**src/design/cart_map_pkg.sv**
```systemverilog
package cart_map_pkg;

  // ----------------------------------------------------------------
  // Personalities and memory map modes
  // ----------------------------------------------------------------
  typedef enum logic [3:0] {
    CART_OFF, CART_FASTLOAD, CART_UTILITY, CART_ADDR_GAME, CART_TURBO_W,
    CART_READ_GAME, CART_SPLIT, CART_BANK64, CART_SNAPSHOT, CART_LANGUAGE,
    CART_TWOBANK, CART_ASSEMBLER, CART_KERNREP, CART_FLASH, CART_INVISIBLE,
    CART_MUSIC
  } cart_type;

  // Order matches the flash mode field: off, overlay, 8K, 16K
  typedef enum logic [1:0] {MAP_OFF, MAP_ULTI, MAP_8K, MAP_16K} map_type;

  // ----------------------------------------------------------------
  // Address decode
  // ----------------------------------------------------------------
  localparam logic [7:0]  PAGE_IO1                   = 8'hDE;
  localparam logic [7:0]  PAGE_IO2                   = 8'hDF;
  localparam logic [2:0]  WIN_ROML                   = 3'h4;
  localparam logic [2:0]  WIN_ROMH                   = 3'h5;
  localparam logic [2:0]  WIN_ROME                   = 3'h7;
  localparam logic [2:0]  WIN_RAM6                   = 3'h3;
  localparam logic [15:0] FREEZER_BANK_AND_MODE_OFS  = 16'hDE00;
  localparam logic [15:0] FREEZER_ALIAS_OFS          = 16'hDE01;
  localparam logic [15:0] FLASH_BANK_SELECT_OFS      = 16'hDE00;
  localparam logic [15:0] FLASH_MODE_CONTROL_OFS     = 16'hDE02;
  localparam logic [15:0] SIXTY_FOUR_BANK_SELECT_OFS = 16'hDF00;
  localparam logic [15:0] MUSIC_TOOLS_BANK_SELECT_OFS = 16'hDF00;
  localparam logic [15:0] INV_OFF_ADDR               = 16'hFFF7;
  localparam logic [15:0] INV_ON_ADDR                = 16'hFFF8;

  // ----------------------------------------------------------------
  // Fields, mirrors and counts
  // ----------------------------------------------------------------
  localparam int          BANK_W          = 7;
  localparam logic [3:0]  MIRROR_512_HI   = 4'hF;
  localparam logic [4:0]  MIRROR_256_HI   = 5'h1F;
  localparam logic [5:0]  LANG_VAL_HI     = 6'h20;
  localparam int          B64_OFF_BIT     = 7;
  localparam int          MUS_OFF_BIT     = 5;
  localparam int          SNAP_BANK_HI    = 4;
  localparam int          SNAP_BANK_LO    = 2;
  localparam int          FL_IDLE_CYCLES  = 512;
  localparam int          RC_STEP         = 16;
  localparam int          RC_LIMIT        = 512;
  localparam int          RC_W            = 10;
  localparam int          FLASH_RAM_BYTES = 256;
  localparam map_type     MAP_RESET       = MAP_ULTI;

endpackage

```
**src/design/pin_sync.sv**
```systemverilog
`timescale 1ns/10ps
// Two-stage synchroniser for a level from a pin
module pin_sync
  import cart_map_pkg::*;
(
  input  wire logic mclk,
  input  wire logic nrst,
  input  wire logic pin,
  output logic      level
);

  logic meta_ff;

  // First stage feeds only the second stage
  always_ff @(posedge mclk) begin
    if (!nrst) begin
      meta_ff <= 1'b0;
      level   <= 1'b0;
    end else begin
      meta_ff <= pin;
      level   <= meta_ff;
    end
  end

endmodule

```
**src/design/rc_filter.sv**
```systemverilog
`timescale 1ns/10ps
// Charge/decay counter standing in for an RC low-pass on a control line
module rc_filter
  import cart_map_pkg::*;
#(
  parameter int STEP  = RC_STEP,
  parameter int LIMIT = RC_LIMIT,
  parameter int W     = RC_W
) (
  input  wire logic mclk,
  input  wire logic nrst,
  input  wire logic hit,
  input  wire logic clr,
  output logic      reached
);

  localparam logic [W:0] STEP_V  = (W+1)'(STEP);
  localparam logic [W:0] LIMIT_V = (W+1)'(LIMIT);

  logic [W-1:0] cnt_ff;
  logic [W:0]   sum;

  assign sum     = {1'b0, cnt_ff} + STEP_V;
  assign reached = ({1'b0, cnt_ff} >= LIMIT_V);

  // Saturate at the limit so a long burst cannot wrap
  always_ff @(posedge mclk) begin
    if (!nrst || clr) begin
      cnt_ff <= '0;
    end else if (hit) begin
      cnt_ff <= (sum >= LIMIT_V) ? LIMIT_V[W-1:0] : sum[W-1:0];
    end else if (cnt_ff != '0) begin
      cnt_ff <= cnt_ff - 1'b1;
    end
  end

endmodule

```
**src/design/cartridge_bank_mapper.sv**
```systemverilog
`timescale 1ns/10ps
// Function
// [RULE_01] Only the personality chosen by the configuration input is active.
// [RULE_02] Timed fastload: DExx read turns 8K ROM on, ROML reads keep it.
// [RULE_03] Timed fastload: ROM off after 512 cycles without such access.
// [RULE_04] Utility: 16K after reset, any DFxx read drops to 8K.
// [RULE_05] Address game: write DE00+n picks bank n; DExx read or reset bank 0.
// [RULE_06] Write turbo: DExx write enables, DFxx write disables; 9E00 mirror.
// [RULE_07] Read game: read DE00+n picks 8K bank n of 16; reset bank 0.
// [RULE_08] Split ROM: 4K twice at 8000; 8xxx/9xxx reads pick upper bank.
// [RULE_09] 64 bank: DF00 bits 5-0 pick bank, bit 7 set turns cart off.
// [RULE_10] Snapshot freezer: writes to DE00 or DE01 update bank and mode.
// [RULE_11] Snapshot mode field: overlay, 16K, 8K, or off.
// [RULE_12] Snapshot bank bits 4 and 2 pick RAM and ROM bank; bit 3 ignored.
// [RULE_13] Snapshot freeze forces overlay; DFxx access clears; DFxx reads ROM.
// [RULE_14] Language: write 80-83 hex to DExx picks 16K bank 0-3.
// [RULE_15] Two bank: DExx read picks second 16K bank, DFxx read disables.
// [RULE_16] Assembler: 8K ROM plus last 512 bytes mirrored in DE00-DFFF.
// [RULE_17] Replacement ROM: add 16 per page read, decay 1; 512 switches.
// [RULE_18] Flash: bank and mode registers are write only.
// [RULE_19] Flash: leaves reset in the overlay mode.
// [RULE_20] Flash: 256 byte RAM answers in DFxx at all times.
// [RULE_21] Invisible freezer off at reset; freeze gives overlay ROM and RAM 6000.
// [RULE_22] After a freeze, FFF7 access disables and FFF8 access enables.
// [RULE_23] Music tools: DFxx write picks one of 32 8K blocks.
module cartridge_bank_mapper
  import cart_map_pkg::*;
#(
  parameter int IDLE_CYCLES = FL_IDLE_CYCLES
) (
  input  wire logic         mclk,
  input  wire logic         nrst,
  input  wire cart_type     cart_sel,
  input  wire logic         bus_act,
  input  wire logic         bus_rnw,
  input  wire logic [15:0]  bus_addr,
  input  wire logic [7:0]   bus_wdata,
  input  wire logic         freeze_btn,
  output logic              game_n,
  output logic              exrom_n,
  output logic              rom_cs,
  output logic [19:0]       rom_addr,
  output logic              ram_cs,
  output logic              ram_we,
  output logic [14:0]       ram_addr,
  output logic [7:0]        io_dout,
  output logic              io_dout_oe
);

  localparam logic [RC_W-1:0] FL_LAST = RC_W'(IDLE_CYCLES - 1);

  // ----------------------------------------------------------------
  // Helpers
  // ----------------------------------------------------------------
  function automatic logic [19:0] unit_addr(input logic [BANK_W-1:0] unit,
                                            input logic [12:0] ofs);
    unit_addr = {unit, ofs};
  endfunction

  // Freezer mode field order differs from the map enum
  function automatic map_type snap_map(input logic [1:0] fld);
    case (fld)
      2'h0:    snap_map = MAP_ULTI;
      2'h1:    snap_map = MAP_16K;
      2'h2:    snap_map = MAP_8K;
      default: snap_map = MAP_OFF;
    endcase
  endfunction

  // ----------------------------------------------------------------
  // Bus decode
  // ----------------------------------------------------------------
  logic rd, wr, io1, io2, in_roml, in_romh, in_rome, in_ram6;

  assign rd      = bus_act & bus_rnw;
  assign wr      = bus_act & ~bus_rnw;
  assign io1     = (bus_addr[15:8] == PAGE_IO1);
  assign io2     = (bus_addr[15:8] == PAGE_IO2);
  assign in_roml = (bus_addr[15:13] == WIN_ROML);
  assign in_romh = (bus_addr[15:13] == WIN_ROMH);
  assign in_rome = (bus_addr[15:13] == WIN_ROME);
  assign in_ram6 = (bus_addr[15:13] == WIN_RAM6);

  // ----------------------------------------------------------------
  // State
  // ----------------------------------------------------------------
  logic [BANK_W-1:0] bank_ff;
  logic              rom_on_ff;
  logic              mode16_ff;
  map_type           map_ff;
  logic              freeze_ff;
  logic              armed_ff;
  logic [RC_W-1:0]   fl_cnt_ff;
  logic              frz_d_ff;
  logic [7:0]        flash_mem_ff [FLASH_RAM_BYTES];
  logic              frz_s, freeze_rise, en_hit, dis_hit;
  logic              fl_touch;
  map_type           cur_map;

  // Freeze button is a pin: synchronise before the edge detector
  pin_sync u_frz (
    .mclk  (mclk),
    .nrst  (nrst),
    .pin   (freeze_btn),
    .level (frz_s)
  );

  always_ff @(posedge mclk) begin
    if (!nrst) begin
      frz_d_ff <= 1'b0;
    end else begin
      frz_d_ff <= frz_s;
    end
  end

  assign freeze_rise = frz_s & ~frz_d_ff;

  // Page-read filters; each switch empties the opposite filter
  rc_filter u_en (
    .mclk    (mclk),
    .nrst    (nrst),
    .hit     ((cart_sel == CART_KERNREP) & rd & io1), // RULE_17
    .clr     (dis_hit),
    .reached (en_hit)
  );

  rc_filter u_dis (
    .mclk    (mclk),
    .nrst    (nrst),
    .hit     ((cart_sel == CART_KERNREP) & rd & io2), // RULE_17
    .clr     (en_hit),
    .reached (dis_hit)
  );

  // Activating or keep-alive access for the timed ROM
  assign fl_touch = rd & (io1 | (in_roml & rom_on_ff));

  // ----------------------------------------------------------------
  // Bank register, shared by all personalities
  // ----------------------------------------------------------------
  always_ff @(posedge mclk) begin
    if (!nrst) begin
      bank_ff <= '0; // RULE_05 RULE_07
    end else begin
      case (cart_sel)
        CART_ADDR_GAME: begin
          if (wr && io1) begin
            bank_ff <= bus_addr[BANK_W-1:0]; // RULE_05
          end else if (rd && io1) begin
            bank_ff <= '0; // RULE_05
          end
        end
        CART_READ_GAME: begin
          if (rd && io1) begin
            bank_ff <= {3'h0, bus_addr[3:0]}; // RULE_07
          end
        end
        CART_SPLIT: begin
          if (rd && in_roml) begin
            bank_ff <= {6'h00, bus_addr[12]}; // RULE_08
          end
        end
        CART_BANK64: begin
          if (wr && io2) begin
            bank_ff <= {1'b0, bus_wdata[5:0]}; // RULE_09
          end
        end
        CART_SNAPSHOT: begin
          if (wr && (bus_addr == FREEZER_BANK_AND_MODE_OFS ||
                     bus_addr == FREEZER_ALIAS_OFS)) begin // RULE_10
            // Bit 3 is deliberately dropped
            bank_ff <= {5'h00, bus_wdata[SNAP_BANK_HI], bus_wdata[SNAP_BANK_LO]}; // RULE_12
          end
        end
        CART_LANGUAGE: begin
          if (wr && io1 && bus_wdata[7:2] == LANG_VAL_HI) begin
            bank_ff <= {5'h00, bus_wdata[1:0]}; // RULE_14
          end
        end
        CART_TWOBANK: begin
          if (rd && io1) begin
            bank_ff <= 7'h01; // RULE_15
          end
        end
        CART_FLASH: begin
          if (wr && bus_addr == FLASH_BANK_SELECT_OFS) begin
            bank_ff <= {1'b0, bus_wdata[5:0]};
          end
        end
        CART_MUSIC: begin
          if (wr && io2) begin
            bank_ff <= {2'h0, bus_wdata[4:0]}; // RULE_23
          end
        end
        default: begin
          bank_ff <= bank_ff;
        end
      endcase
    end
  end

  // ----------------------------------------------------------------
  // ROM enable
  // ----------------------------------------------------------------
  // Reset value depends on the personality; sync reset may read the input
  always_ff @(posedge mclk) begin
    if (!nrst) begin
      rom_on_ff <= !(cart_sel == CART_INVISIBLE || cart_sel == CART_KERNREP); // RULE_21
    end else begin
      case (cart_sel)
        CART_FASTLOAD: begin
          if (rd && io1) begin
            rom_on_ff <= 1'b1; // RULE_02
          end else if (rom_on_ff && !fl_touch && fl_cnt_ff == FL_LAST) begin
            rom_on_ff <= 1'b0; // RULE_03
          end
        end
        CART_TURBO_W: begin
          if (wr && io1) begin
            rom_on_ff <= 1'b1; // RULE_06
          end else if (wr && io2) begin
            rom_on_ff <= 1'b0; // RULE_06
          end
        end
        CART_BANK64: begin
          if (wr && io2) begin
            rom_on_ff <= ~bus_wdata[B64_OFF_BIT]; // RULE_09
          end
        end
        CART_MUSIC: begin
          if (wr && io2) begin
            rom_on_ff <= ~bus_wdata[MUS_OFF_BIT];
          end
        end
        CART_TWOBANK: begin
          if (rd && io2) begin
            rom_on_ff <= 1'b0; // RULE_15
          end
        end
        CART_KERNREP: begin
          if (en_hit) begin
            rom_on_ff <= 1'b1; // RULE_17
          end else if (dis_hit) begin
            rom_on_ff <= 1'b0; // RULE_17
          end
        end
        CART_INVISIBLE: begin
          if (freeze_rise) begin
            rom_on_ff <= 1'b1; // RULE_21
          end else if (armed_ff && bus_act && bus_addr == INV_OFF_ADDR) begin
            rom_on_ff <= 1'b0; // RULE_22
          end else if (armed_ff && bus_act && bus_addr == INV_ON_ADDR) begin
            rom_on_ff <= 1'b1; // RULE_22
          end
        end
        default: begin
          rom_on_ff <= rom_on_ff;
        end
      endcase
    end
  end

  // Idle counter of the timed ROM; any touch restarts it
  always_ff @(posedge mclk) begin
    if (!nrst || cart_sel != CART_FASTLOAD || !rom_on_ff || fl_touch) begin
      fl_cnt_ff <= '0;
    end else if (fl_cnt_ff != FL_LAST) begin
      fl_cnt_ff <= fl_cnt_ff + 1'b1; // RULE_03
    end
  end

  // Utility 16K/8K mode
  always_ff @(posedge mclk) begin
    if (!nrst) begin
      mode16_ff <= 1'b1; // RULE_04
    end else if (cart_sel == CART_UTILITY && rd && io2) begin
      mode16_ff <= 1'b0; // RULE_04
    end
  end

  // Mode field of the freezer and flash personalities
  always_ff @(posedge mclk) begin
    if (!nrst) begin
      map_ff <= MAP_RESET; // RULE_19
    end else if (cart_sel == CART_SNAPSHOT && wr &&
                 (bus_addr == FREEZER_BANK_AND_MODE_OFS ||
                  bus_addr == FREEZER_ALIAS_OFS)) begin
      map_ff <= snap_map(bus_wdata[1:0]); // RULE_10 RULE_11
    end else if (cart_sel == CART_FLASH && wr && bus_addr == FLASH_MODE_CONTROL_OFS) begin
      map_ff <= map_type'(bus_wdata[1:0]);
    end
  end

  // Freeze latch: a freeze in the clearing cycle still wins
  always_ff @(posedge mclk) begin
    if (!nrst) begin
      freeze_ff <= 1'b0;
    end else if (cart_sel == CART_SNAPSHOT && freeze_rise) begin
      freeze_ff <= 1'b1; // RULE_13
    end else if (bus_act && io2) begin
      freeze_ff <= 1'b0; // RULE_13
    end
  end

  // Enable/disable addresses live from first freeze until reset
  always_ff @(posedge mclk) begin
    if (!nrst) begin
      armed_ff <= 1'b0;
    end else if (cart_sel == CART_INVISIBLE && freeze_rise) begin
      armed_ff <= 1'b1; // RULE_22
    end
  end

  // Flash RAM page; no reset, it is plain storage
  always_ff @(posedge mclk) begin
    if (cart_sel == CART_FLASH && wr && io2) begin
      flash_mem_ff[bus_addr[7:0]] <= bus_wdata; // RULE_20
    end
  end

  // ----------------------------------------------------------------
  // Memory map of the active personality
  // ----------------------------------------------------------------
  always_comb begin
    case (cart_sel) // RULE_01
      CART_FASTLOAD, CART_BANK64, CART_MUSIC, CART_KERNREP:
        cur_map = rom_on_ff ? MAP_8K : MAP_OFF;
      CART_UTILITY:   cur_map = mode16_ff ? MAP_16K : MAP_8K; // RULE_04
      CART_ADDR_GAME, CART_READ_GAME, CART_ASSEMBLER:
        cur_map = MAP_8K; // RULE_16
      CART_TURBO_W, CART_TWOBANK:
        cur_map = rom_on_ff ? MAP_16K : MAP_OFF;
      CART_SPLIT, CART_LANGUAGE: cur_map = MAP_16K;
      CART_SNAPSHOT:  cur_map = freeze_ff ? MAP_ULTI : map_ff; // RULE_13
      CART_FLASH:     cur_map = map_ff;
      CART_INVISIBLE: cur_map = rom_on_ff ? MAP_ULTI : MAP_OFF; // RULE_21
      default:        cur_map = MAP_OFF;
    endcase
  end

  // Cartridge control lines follow the map
  assign game_n  = !(cur_map == MAP_16K || cur_map == MAP_ULTI);
  assign exrom_n = !(cur_map == MAP_16K || cur_map == MAP_8K);

  // ----------------------------------------------------------------
  // ROM, RAM and I/O responses
  // ----------------------------------------------------------------
  always_comb begin
    logic [BANK_W-1:0] lo_u;
    logic [BANK_W-1:0] hi_u;
    lo_u     = bank_ff;
    hi_u     = bank_ff;
    rom_cs   = 1'b0;
    rom_addr = '0;
    ram_cs   = 1'b0;
    ram_addr = '0;
    // 16K-bank personalities pair two 8K units
    case (cart_sel)
      CART_UTILITY, CART_TURBO_W, CART_LANGUAGE, CART_TWOBANK,
      CART_SNAPSHOT, CART_FLASH: begin
        lo_u = {bank_ff[BANK_W-2:0], 1'b0};
        hi_u = {bank_ff[BANK_W-2:0], 1'b1};
      end
      CART_SPLIT: begin
        lo_u = '0; // RULE_08
        hi_u = bank_ff + 7'h01; // RULE_08
      end
      CART_INVISIBLE: begin
        lo_u = '0;
        hi_u = '0;
      end
      default: begin
        lo_u = bank_ff;
        hi_u = bank_ff;
      end
    endcase
    if (cart_sel == CART_SPLIT && in_roml) begin
      // 4K image appears twice; upper 4K of the unit is a copy
      rom_cs   = rd;
      rom_addr = unit_addr(lo_u, {1'b0, bus_addr[11:0]}); // RULE_08
    end else if (in_roml && cur_map == MAP_ULTI && cart_sel == CART_SNAPSHOT) begin
      ram_cs   = bus_act;
      ram_addr = {bank_ff[1:0], bus_addr[12:0]}; // RULE_11 RULE_12
    end else if (in_roml && cur_map != MAP_OFF) begin
      rom_cs   = rd;
      rom_addr = unit_addr(lo_u, bus_addr[12:0]);
    end else if ((in_romh && cur_map == MAP_16K) || (in_rome && cur_map == MAP_ULTI)) begin
      rom_cs   = rd;
      rom_addr = unit_addr(hi_u, bus_addr[12:0]); // RULE_11 RULE_21
    end else if (in_ram6 && cart_sel == CART_INVISIBLE && rom_on_ff) begin
      ram_cs   = bus_act;
      ram_addr = {2'h0, bus_addr[12:0]}; // RULE_21
    end else if (cart_sel == CART_FASTLOAD && io2) begin
      rom_cs   = rd;
      rom_addr = unit_addr('0, {MIRROR_256_HI, bus_addr[7:0]}); // RULE_02
    end else if ((cart_sel == CART_TURBO_W || cart_sel == CART_ASSEMBLER) &&
                 (io1 || io2)) begin
      rom_cs   = rd;
      rom_addr = unit_addr('0, {MIRROR_512_HI, bus_addr[8:0]}); // RULE_06 RULE_16
    end else if (cart_sel == CART_SNAPSHOT && io2) begin
      rom_cs   = rd;
      rom_addr = unit_addr(lo_u, {MIRROR_256_HI, bus_addr[7:0]}); // RULE_13
    end
  end

  assign ram_we     = ram_cs & ~bus_rnw;
  // Only the RAM page answers reads; bank and mode stay invisible
  assign io_dout_oe = (cart_sel == CART_FLASH) & rd & io2; // RULE_18 RULE_20
  assign io_dout    = io_dout_oe ? flash_mem_ff[bus_addr[7:0]] : 8'h00;
endmodule

```
**config.mk**
```make
export PLATFORM = sky130hd
export DESIGN_NAME = cartridge_bank_mapper
export DESIGN_NICKNAME = d
export VERILOG_FILES = /design/src/design/cart_map_pkg.sv /design/src/design/pin_sync.sv /design/src/design/rc_filter.sv /design/src/design/cartridge_bank_mapper.sv
export SDC_FILE = /design/constraint.sdc
export NUM_CORES = 2
export LEC_CHECK = 0
export BUFFER_PORTS_ARGS = -buffer_cell sky130_fd_sc_hd__buf_2
export CAP_MARGIN = 20
export CORE_ASPECT_RATIO = 0.9
export CORE_UTILIZATION = 45
export CTS_BUF_LIST = sky130_fd_sc_hd__clkbuf_16
export CTS_CLUSTER_SIZE = 24
export DETAILED_ROUTE_END_ITERATION = 12
export PLACE_DENSITY = 0.61
export SLEW_MARGIN = 20
export SYNTH_ARGS = -nofsm -noshare
export SYNTH_HDL_FRONTEND = slang
export SYNTH_HIERARCHICAL = 1
export SYNTH_SLANG_ARGS = --single-unit
```
**constraint.sdc**
```tcl
create_clock -name mclk -period 3.32 [get_ports mclk]
set_input_delay 0.332 -clock mclk [delete_from_list [all_inputs] [get_ports mclk]]
set_output_delay 0.332 -clock mclk [all_outputs]
set_load 0.02 [all_outputs]
```
Word-level counts from Yosys, hierarchy flattened
Memory sizes are Yosys's and may differ from the RTL's.
Index checks and enable logic that the tools add are counted.
{"block": "op_classes", "n_eq_ne": 52, "bitwise_logic": 16, "mux": 73, "order_cmp": 4, "reduce_logical": 69, "n_addsub": 6}
{"operator": "20-bit two-way mux", "n": 8}
{"operator": "16-bit equality test, second input constant", "n": 5}
{"operator": "7-bit two-way mux", "n": 10}
{"operator": "7-bit case mux with 9 select lines", "n": 1}
{"operator": "10-bit two-way mux", "n": 6}
{"operator": "13-bit two-way mux", "n": 3}
{"operator": "1-bit logical AND", "n": 34}
{"operator": "4-bit equality test, second input constant", "n": 8}
{"operator": "1-bit two-way mux", "n": 32}
{"operator": "15-bit two-way mux", "n": 2}
{"operator": "10-bit by 5-bit adder with 11-bit output, second input constant", "n": 2}
{"operator": "11-bit by 10-bit greater-or-equal comparator with 1-bit output, second input constant", "n": 2}
{"operator": "7-bit case mux with 3 select lines", "n": 1}
{"operator": "10-bit greater-or-equal comparator, second input constant", "n": 2}
{"operator": "10-bit nonzero test", "n": 2}
{"operator": "10-bit by 1-bit subtractor with 10-bit output, second input constant", "n": 2}
{"operator": "4-bit by 3-bit equality test with 1-bit output, second input constant", "n": 4}
{"operator": "8-bit equality test, second input constant", "n": 2}
{"operator": "2-bit inequality test, second input constant", "n": 8}
{"operator": "2-bit case mux with 8 select lines", "n": 1}
{"operator": "7-bit case mux with 2 select lines", "n": 1}
{"operator": "1-bit logical OR", "n": 12}
{"operator": "3-bit inequality test, second input constant", "n": 4}
{"operator": "1-bit bitwise AND", "n": 11}
{"operator": "32 further kinds", "n": 57}
{"block": "word_totals", "word_cells": 233, "ram_bits": 2048, "register_bits": 46, "in_bits": 33, "n_memories": 1}
{"memory": "flash_mem_ff", "words": 256, "width": 8, "rd": 1, "rd_ports_with_merged_regs": 0, "write_ports": 1, "line": "cartridge_bank_mapper.sv:95", "rtl": "logic [7:0] flash_mem_ff [FLASH_RAM_BYTES];"}

Longest topological paths before layout
{"block": "depth", "word_depth": 11, "depth_mapped": 14, "ltp_nobuf": 8}

Hierarchy
Netlist, hierarchy kept.
{"mod": "cartridge_bank_mapper", "cells_per_inst": 4019, "area_each_um2": 82066.2, "seq_area_each_um2": 61989.5, "instances": 1}
{"mod": "rc_filter", "cells_per_inst": 96, "area_each_um2": 759.5, "seq_area_each_um2": 200.2, "instances": 2}
{"mod": "pin_sync", "cells_per_inst": 4, "area_each_um2": 52.6, "seq_area_each_um2": 40.0, "instances": 1}

Worst setup path after synthesis
Ideal clock, no wire load.
{"block": "synth_path", "kind": "input port to output port", "start": "input bus_addr[0]", "end": "output io_dout[6]", "t_required_ns": 2.988, "slack_ns": 0.488, "path_stages": 8, "arrival_time_ns": 2.500, "n_path_buf": 4, "cell_sequence": "buf_6 -> buf_6 -> buf_6 -> buf_2 -> mux4_2 -> mux4_2 -> a211oi_1 -> a31oi_1"}
{"block": "synth_between", "elab_chain_len": 2}
{"item": "from (decl)", "line": "cartridge_bank_mapper.sv:36", "rtl": "input wire logic [15:0] bus_addr,"}
{"item": "memory 256 x 8 bit"}
{"item": "8-bit two-way mux", "line": "cartridge_bank_mapper.sv:409", "rtl": "assign io_dout = io_dout_oe ? flash_mem_ff[bus_addr[7:0]] : 8'h00;"}
{"item": "to (decl)", "line": "cartridge_bank_mapper.sv:46", "rtl": "output logic [7:0] io_dout,"}
No other way between the ends.

Final worst setup path
{"block": "layout_path", "start": "memory flash_mem_ff[76][0]", "end": "output io_dout[0]"}
{"block": "layout_between", "elab_chain_len": 2}
{"item": "from (decl)", "line": "cartridge_bank_mapper.sv:95"}
{"item": "memory 256 x 8 bit"}
{"item": "8-bit two-way mux", "line": "cartridge_bank_mapper.sv:409"}
No other way between the ends.

==> impl_metrics.csv <==
group,metric,value,unit
timing,hold_viol_final,0,
synthesis,yosys_warnings,6,
drt,drtAntennaViolNets,0,
synthesis,synth_top_area_cell,"edfxtp_1",
critical_path,crit_required,2.99,ns
timing,fin_crit_sh,1.22,
timing,worst_pin_slew,1.11,ns
synthesis,synthDistinctLibCells,87,
timing,slew_viol_final,0,
floorplan,pin_count,82,
critical_path,critical_path_buf_inv_count,3,
timing,setup_ws,-0.724,ns
clocking,clock-sinks,2094,
power_and_ir_drop,total_power,56.7,mW
finish,design_area,101000,um^2
finish,final_util,0.550,
floorplan,core-area,184000,um^2
synthesis,synthMuxAreaShare,0.155,
power_and_ir_drop,power_frac_clock,0.404,
critical_path,r2r_end,"rom_on_ff",
global_route,gr-total-overflow,0,
drt,wl_per_cell,32.1,um
synthesis,synth-adder-area-share,0.00120,
global_route,antenna_found_initial,6,
critical_path,critPathArrivalTime,3.71,ns
critical_path,cp_top_family,"compound AO/OA/AOI/OAI gates",
synthesis,async_flop_share,0,
critical_path,rr_startpoint,"fl_cnt_ff[0]",
synthesis,synth_top_cell_area_share,0.736,
critical_path,path_common_cell,"buf_4",
timing,rsz0062_at_grt,"yes",
synthesis,synth_compound_area_frac,0.0340,
placed_design,place_congestion,0.938,
critical_path,path_class,"flip-flop to primary output",
placed_design,io_buffers,81,
drt,first_pass_iters,7,
finish,nets,5184,
timing,maxSlewHeadroom,0.262,
power_and_ir_drop,sequentialPowerShare,0.517,
placed_design,dpl.cell_count,7332,
clocking,cts_buffers,205,
synthesis,synthFlopType,"edfxtp_1",
global_route,grt_max_degree,190,
global_route,grt_use_total,0.264,
min_path,hold-path-endpoint,"bank_ff[0]",
floorplan,dieHeight,411,um
power_and_ir_drop,switchingPower,13.0,mW
clocking,cts-root-buf,"clkbuf_16",
outcome,violations,"negative setup slack",
drt,dr.first_iter.drc_count,6813,
timing,holdWs,0.118,ns
clocking,tritoncts,"done",
power_and_ir_drop,p_sw_frac,0.230,
critical_path,end_kind,"primary output",
critical_path,startpoint_type,"flip-flop",
finish,drive_above_1_share,0.363,
outcome,outcome,"complete, but fails checks",
synthesis,ys_seq_area_frac,0.746,
timing,setup_viol,19,
power_and_ir_drop,combPwrFrac,0.078,
finish,areaGrowthSynthToFinish,20.9,%
clocking,insertion_delay,0.83,ns
critical_path,cp_cell_sequence,"mux4_2, a22o_1, a211oi_2, buf_4, nand3_2, buf_4, a311o_1, o31a_1, buf_6",
critical_path,r2r_slack,1.07,ns
power_and_ir_drop,power.density,561,nW/um^2
min_path,hold_path_class,"primary input to flip-flop",
placed_design,dp_slack,-0.844,ns
floorplan,dieArea,188000,um^2
synthesis,synth_area_leaders,"edfxtp_1 74%, mux4_2 14%, nor2_1 1.5%",
drt,drc,0,
power_and_ir_drop,leakage,33.7,nW
power_and_ir_drop,intPower,43.7,mW
job,cap_violations,0,
power_and_ir_drop,peakVddDrop,0.674,mV
critical_path,crit_fanout,1,
critical_path,r2r_cells,6,
floorplan,std_cell_rows,149,
synthesis,synth-edff-count,2049,
synthesis,synth.avg_cell_area,19.8,um^2
timing,finalCriticalPeriod,4.04,ns
global_route,grt_pass1_wl,349000,um
clocking,clk_pin_slew,0.06,ns
min_path,hold_path_startpoint,"cart_sel[0]",
synthesis,synthSimpleGateAreaFrac,0.0432,
placed_design,dp_hpwl,167000,um
timing,finalSetupTns,-3.92,ns
synthesis,synth_seq_cells,2094,
drt,num_vias,47569,
synthesis,synth_top_family_by_area,"multiplexers",
placed_design,placed_cell_area,93300,um^2
global_route,grt_pass1_vias,45952,
critical_path,cp_slowest_cell,"mux4_2",
drt,routed_wl,248000,um
synthesis,syn_inst,4215,
synthesis,synth-xor-area-share,0.00147,
floorplan,start_util,0.455,
floorplan,die_w,456,um
finish,fin_cells,7733,
timing,finClkSkew,0.0184,ns
clocking,h-tree-depth,4,
clocking,clock_path_buffers,3,
timing,fmaxAchievable,247,MHz
drt,routed_via_density,6.15,
synthesis,syn-cell-area,83600,um^2
synthesis,syn-num-nets,4256,
min_path,holdPathStages,4,
critical_path,worst_path_largest_cell_delay,0.60,ns
per-layer routing:
layer / share of wire / wire [um] / vias up / GRT usage
met1: 0.41 / 103000 / 25122 / 0.394
met3: 0.11 / 26100 / 415 / 0.0547
met5: 0 / 0 / - / 0
met2: 0.45 / 111000 / 2717 / 0.390
li1: - / - / 19315 / -
met4: 0.034 / 8360 / 0 / 0.0841
worst min-delay path, delay by kind of cell:
kind / cells / cell delay, ns
buffers and inverters: 1 / 0.23
and+or+nand+nor: 1 / 0.12
AOI/OAI and AO/OA: 2 / 0.22
cells in the mapped netlist, types with 8 or more instances:
cell type	instances
edfxtp_1	2049
dfxtp_1	45
and2_1	35
buf_2	95
or3_1	11
and4_1	8
ha_1	8
nand2b_1	14
nand2_1	152
nor2b_1	25
nor3_1	33
nor4_1	14
o2111ai_1	9
o31ai_1	10
clkbuf_1	91
o22ai_1	20
a31oi_1	21
a221oi_1	19
inv_1	35
mux2i_1	109
nand4_1	14
o211ai_1	12
nor2_1	326
and3_1	20
a22o_1	25
buf_4	32
nand3_1	64
a22oi_1	65
a21oi_1	65
o21ai_0	46
a211oi_1	18
mux4_2	524
buf_6	26
buf_1	14
registers in the layout (all words and copies together), names as in the netlist, 2 cells and up:
| name | cells |
|---|---|
| bank_ff | 7 |
| fl_cnt_ff | 10 |
| flash_mem_ff | 2048 |
| map_ff | 2 |
| u_dis/cnt_ff | 10 |
| u_en/cnt_ff | 10 |
placed cells by master (no fill, tap or decap), types with 9 or more instances in the layout:
cell type	n
a211oi_1	13
a21oi_1	58
a221oi_1	16
a22o_1	25
a22oi_1	60
a31oi_1	17
and2_1	26
and2_4	9
and3_1	18
buf_12	74
buf_2	42
buf_4	816
buf_6	29
bufinv_16	17
clkbuf_16	206
clkinv_1	43
clkinv_2	41
clkinvlp_4	10
dfxtp_1	45
dlygate4sd3_1	12
edfxtp_1	2049
inv_1	76
mux2i_1	99
mux4_2	524
nand2_1	149
nand2b_1	13
nand3_1	62
nand4_1	14
nor2_1	325
nor2b_1	22
nor3_1	32
o211ai_1	12
o21ai_0	33
o22ai_1	13
or3_1	11
cell families (layout without fill, tap and decap cells):
family	count (synthesis)	count (layout)
other	0	1
muxes	636	636
xor gates and xnor gates	14	14
DFF	2094	2094
buffers and inverters	301	1401
adders and majority gates	8	8
and+or+nand+nor	763	763
AOI/OAI and AO/OA	399	400
timing repair:
action                                  4_1_cts  5_1_grt
endpoints found under the setup margin       44       44
resized for setup                           156       51
hold endpoints to repair                     76        0
gates cloned                                  1        0
hold buffers                                 12        0
pin swaps                                    39       29
setup buffers                                 8        4
final cells by class:
type                    instances  area (um^2)
clock buffers                 206         5150
clock inverters               174         1510
fillers                     13883        82900
flip-flops and latches       2094        62400
inverters                      38          148
diodes                          1         2.50
well taps                    2416         3020
repair buffers                983         8420
multi-input cells            1821        20400
worst max path at each step:
| stage | start | end | slack [ns] | cells after the start |
|---|---|---|---|---|
| after floorplan | bus_addr[0] | io_dout[6] | 0.49 | 8 |
| after global placement | bus_addr[0] | io_dout[0] | -0.87 | 10 |
| after detailed placement | bus_addr[0] | io_dout[0] | -0.84 | 10 |
| final | flash_mem_ff[76][0] | io_dout[0] | -0.72 | 9 |
| after CTS | flash_mem_ff[207][0] | io_dout[0] | -0.72 | 7 |
| after global routing | flash_mem_ff[203][0] | io_dout[0] | -0.73 | 7 |
power groups by stage:
stage	Clock (mW)	Sequential (mW)	Combinational [mW]
after floorplan	0	29.8	2.41
after global placement	0	29.9	4.18
after detailed placement	0	29.9	4.25
after CTS	23.2	29.3	4.38
after global routing	24.2	29.3	4.73
final	22.9	29.3	4.45
(Power assumes the default switching activity.)
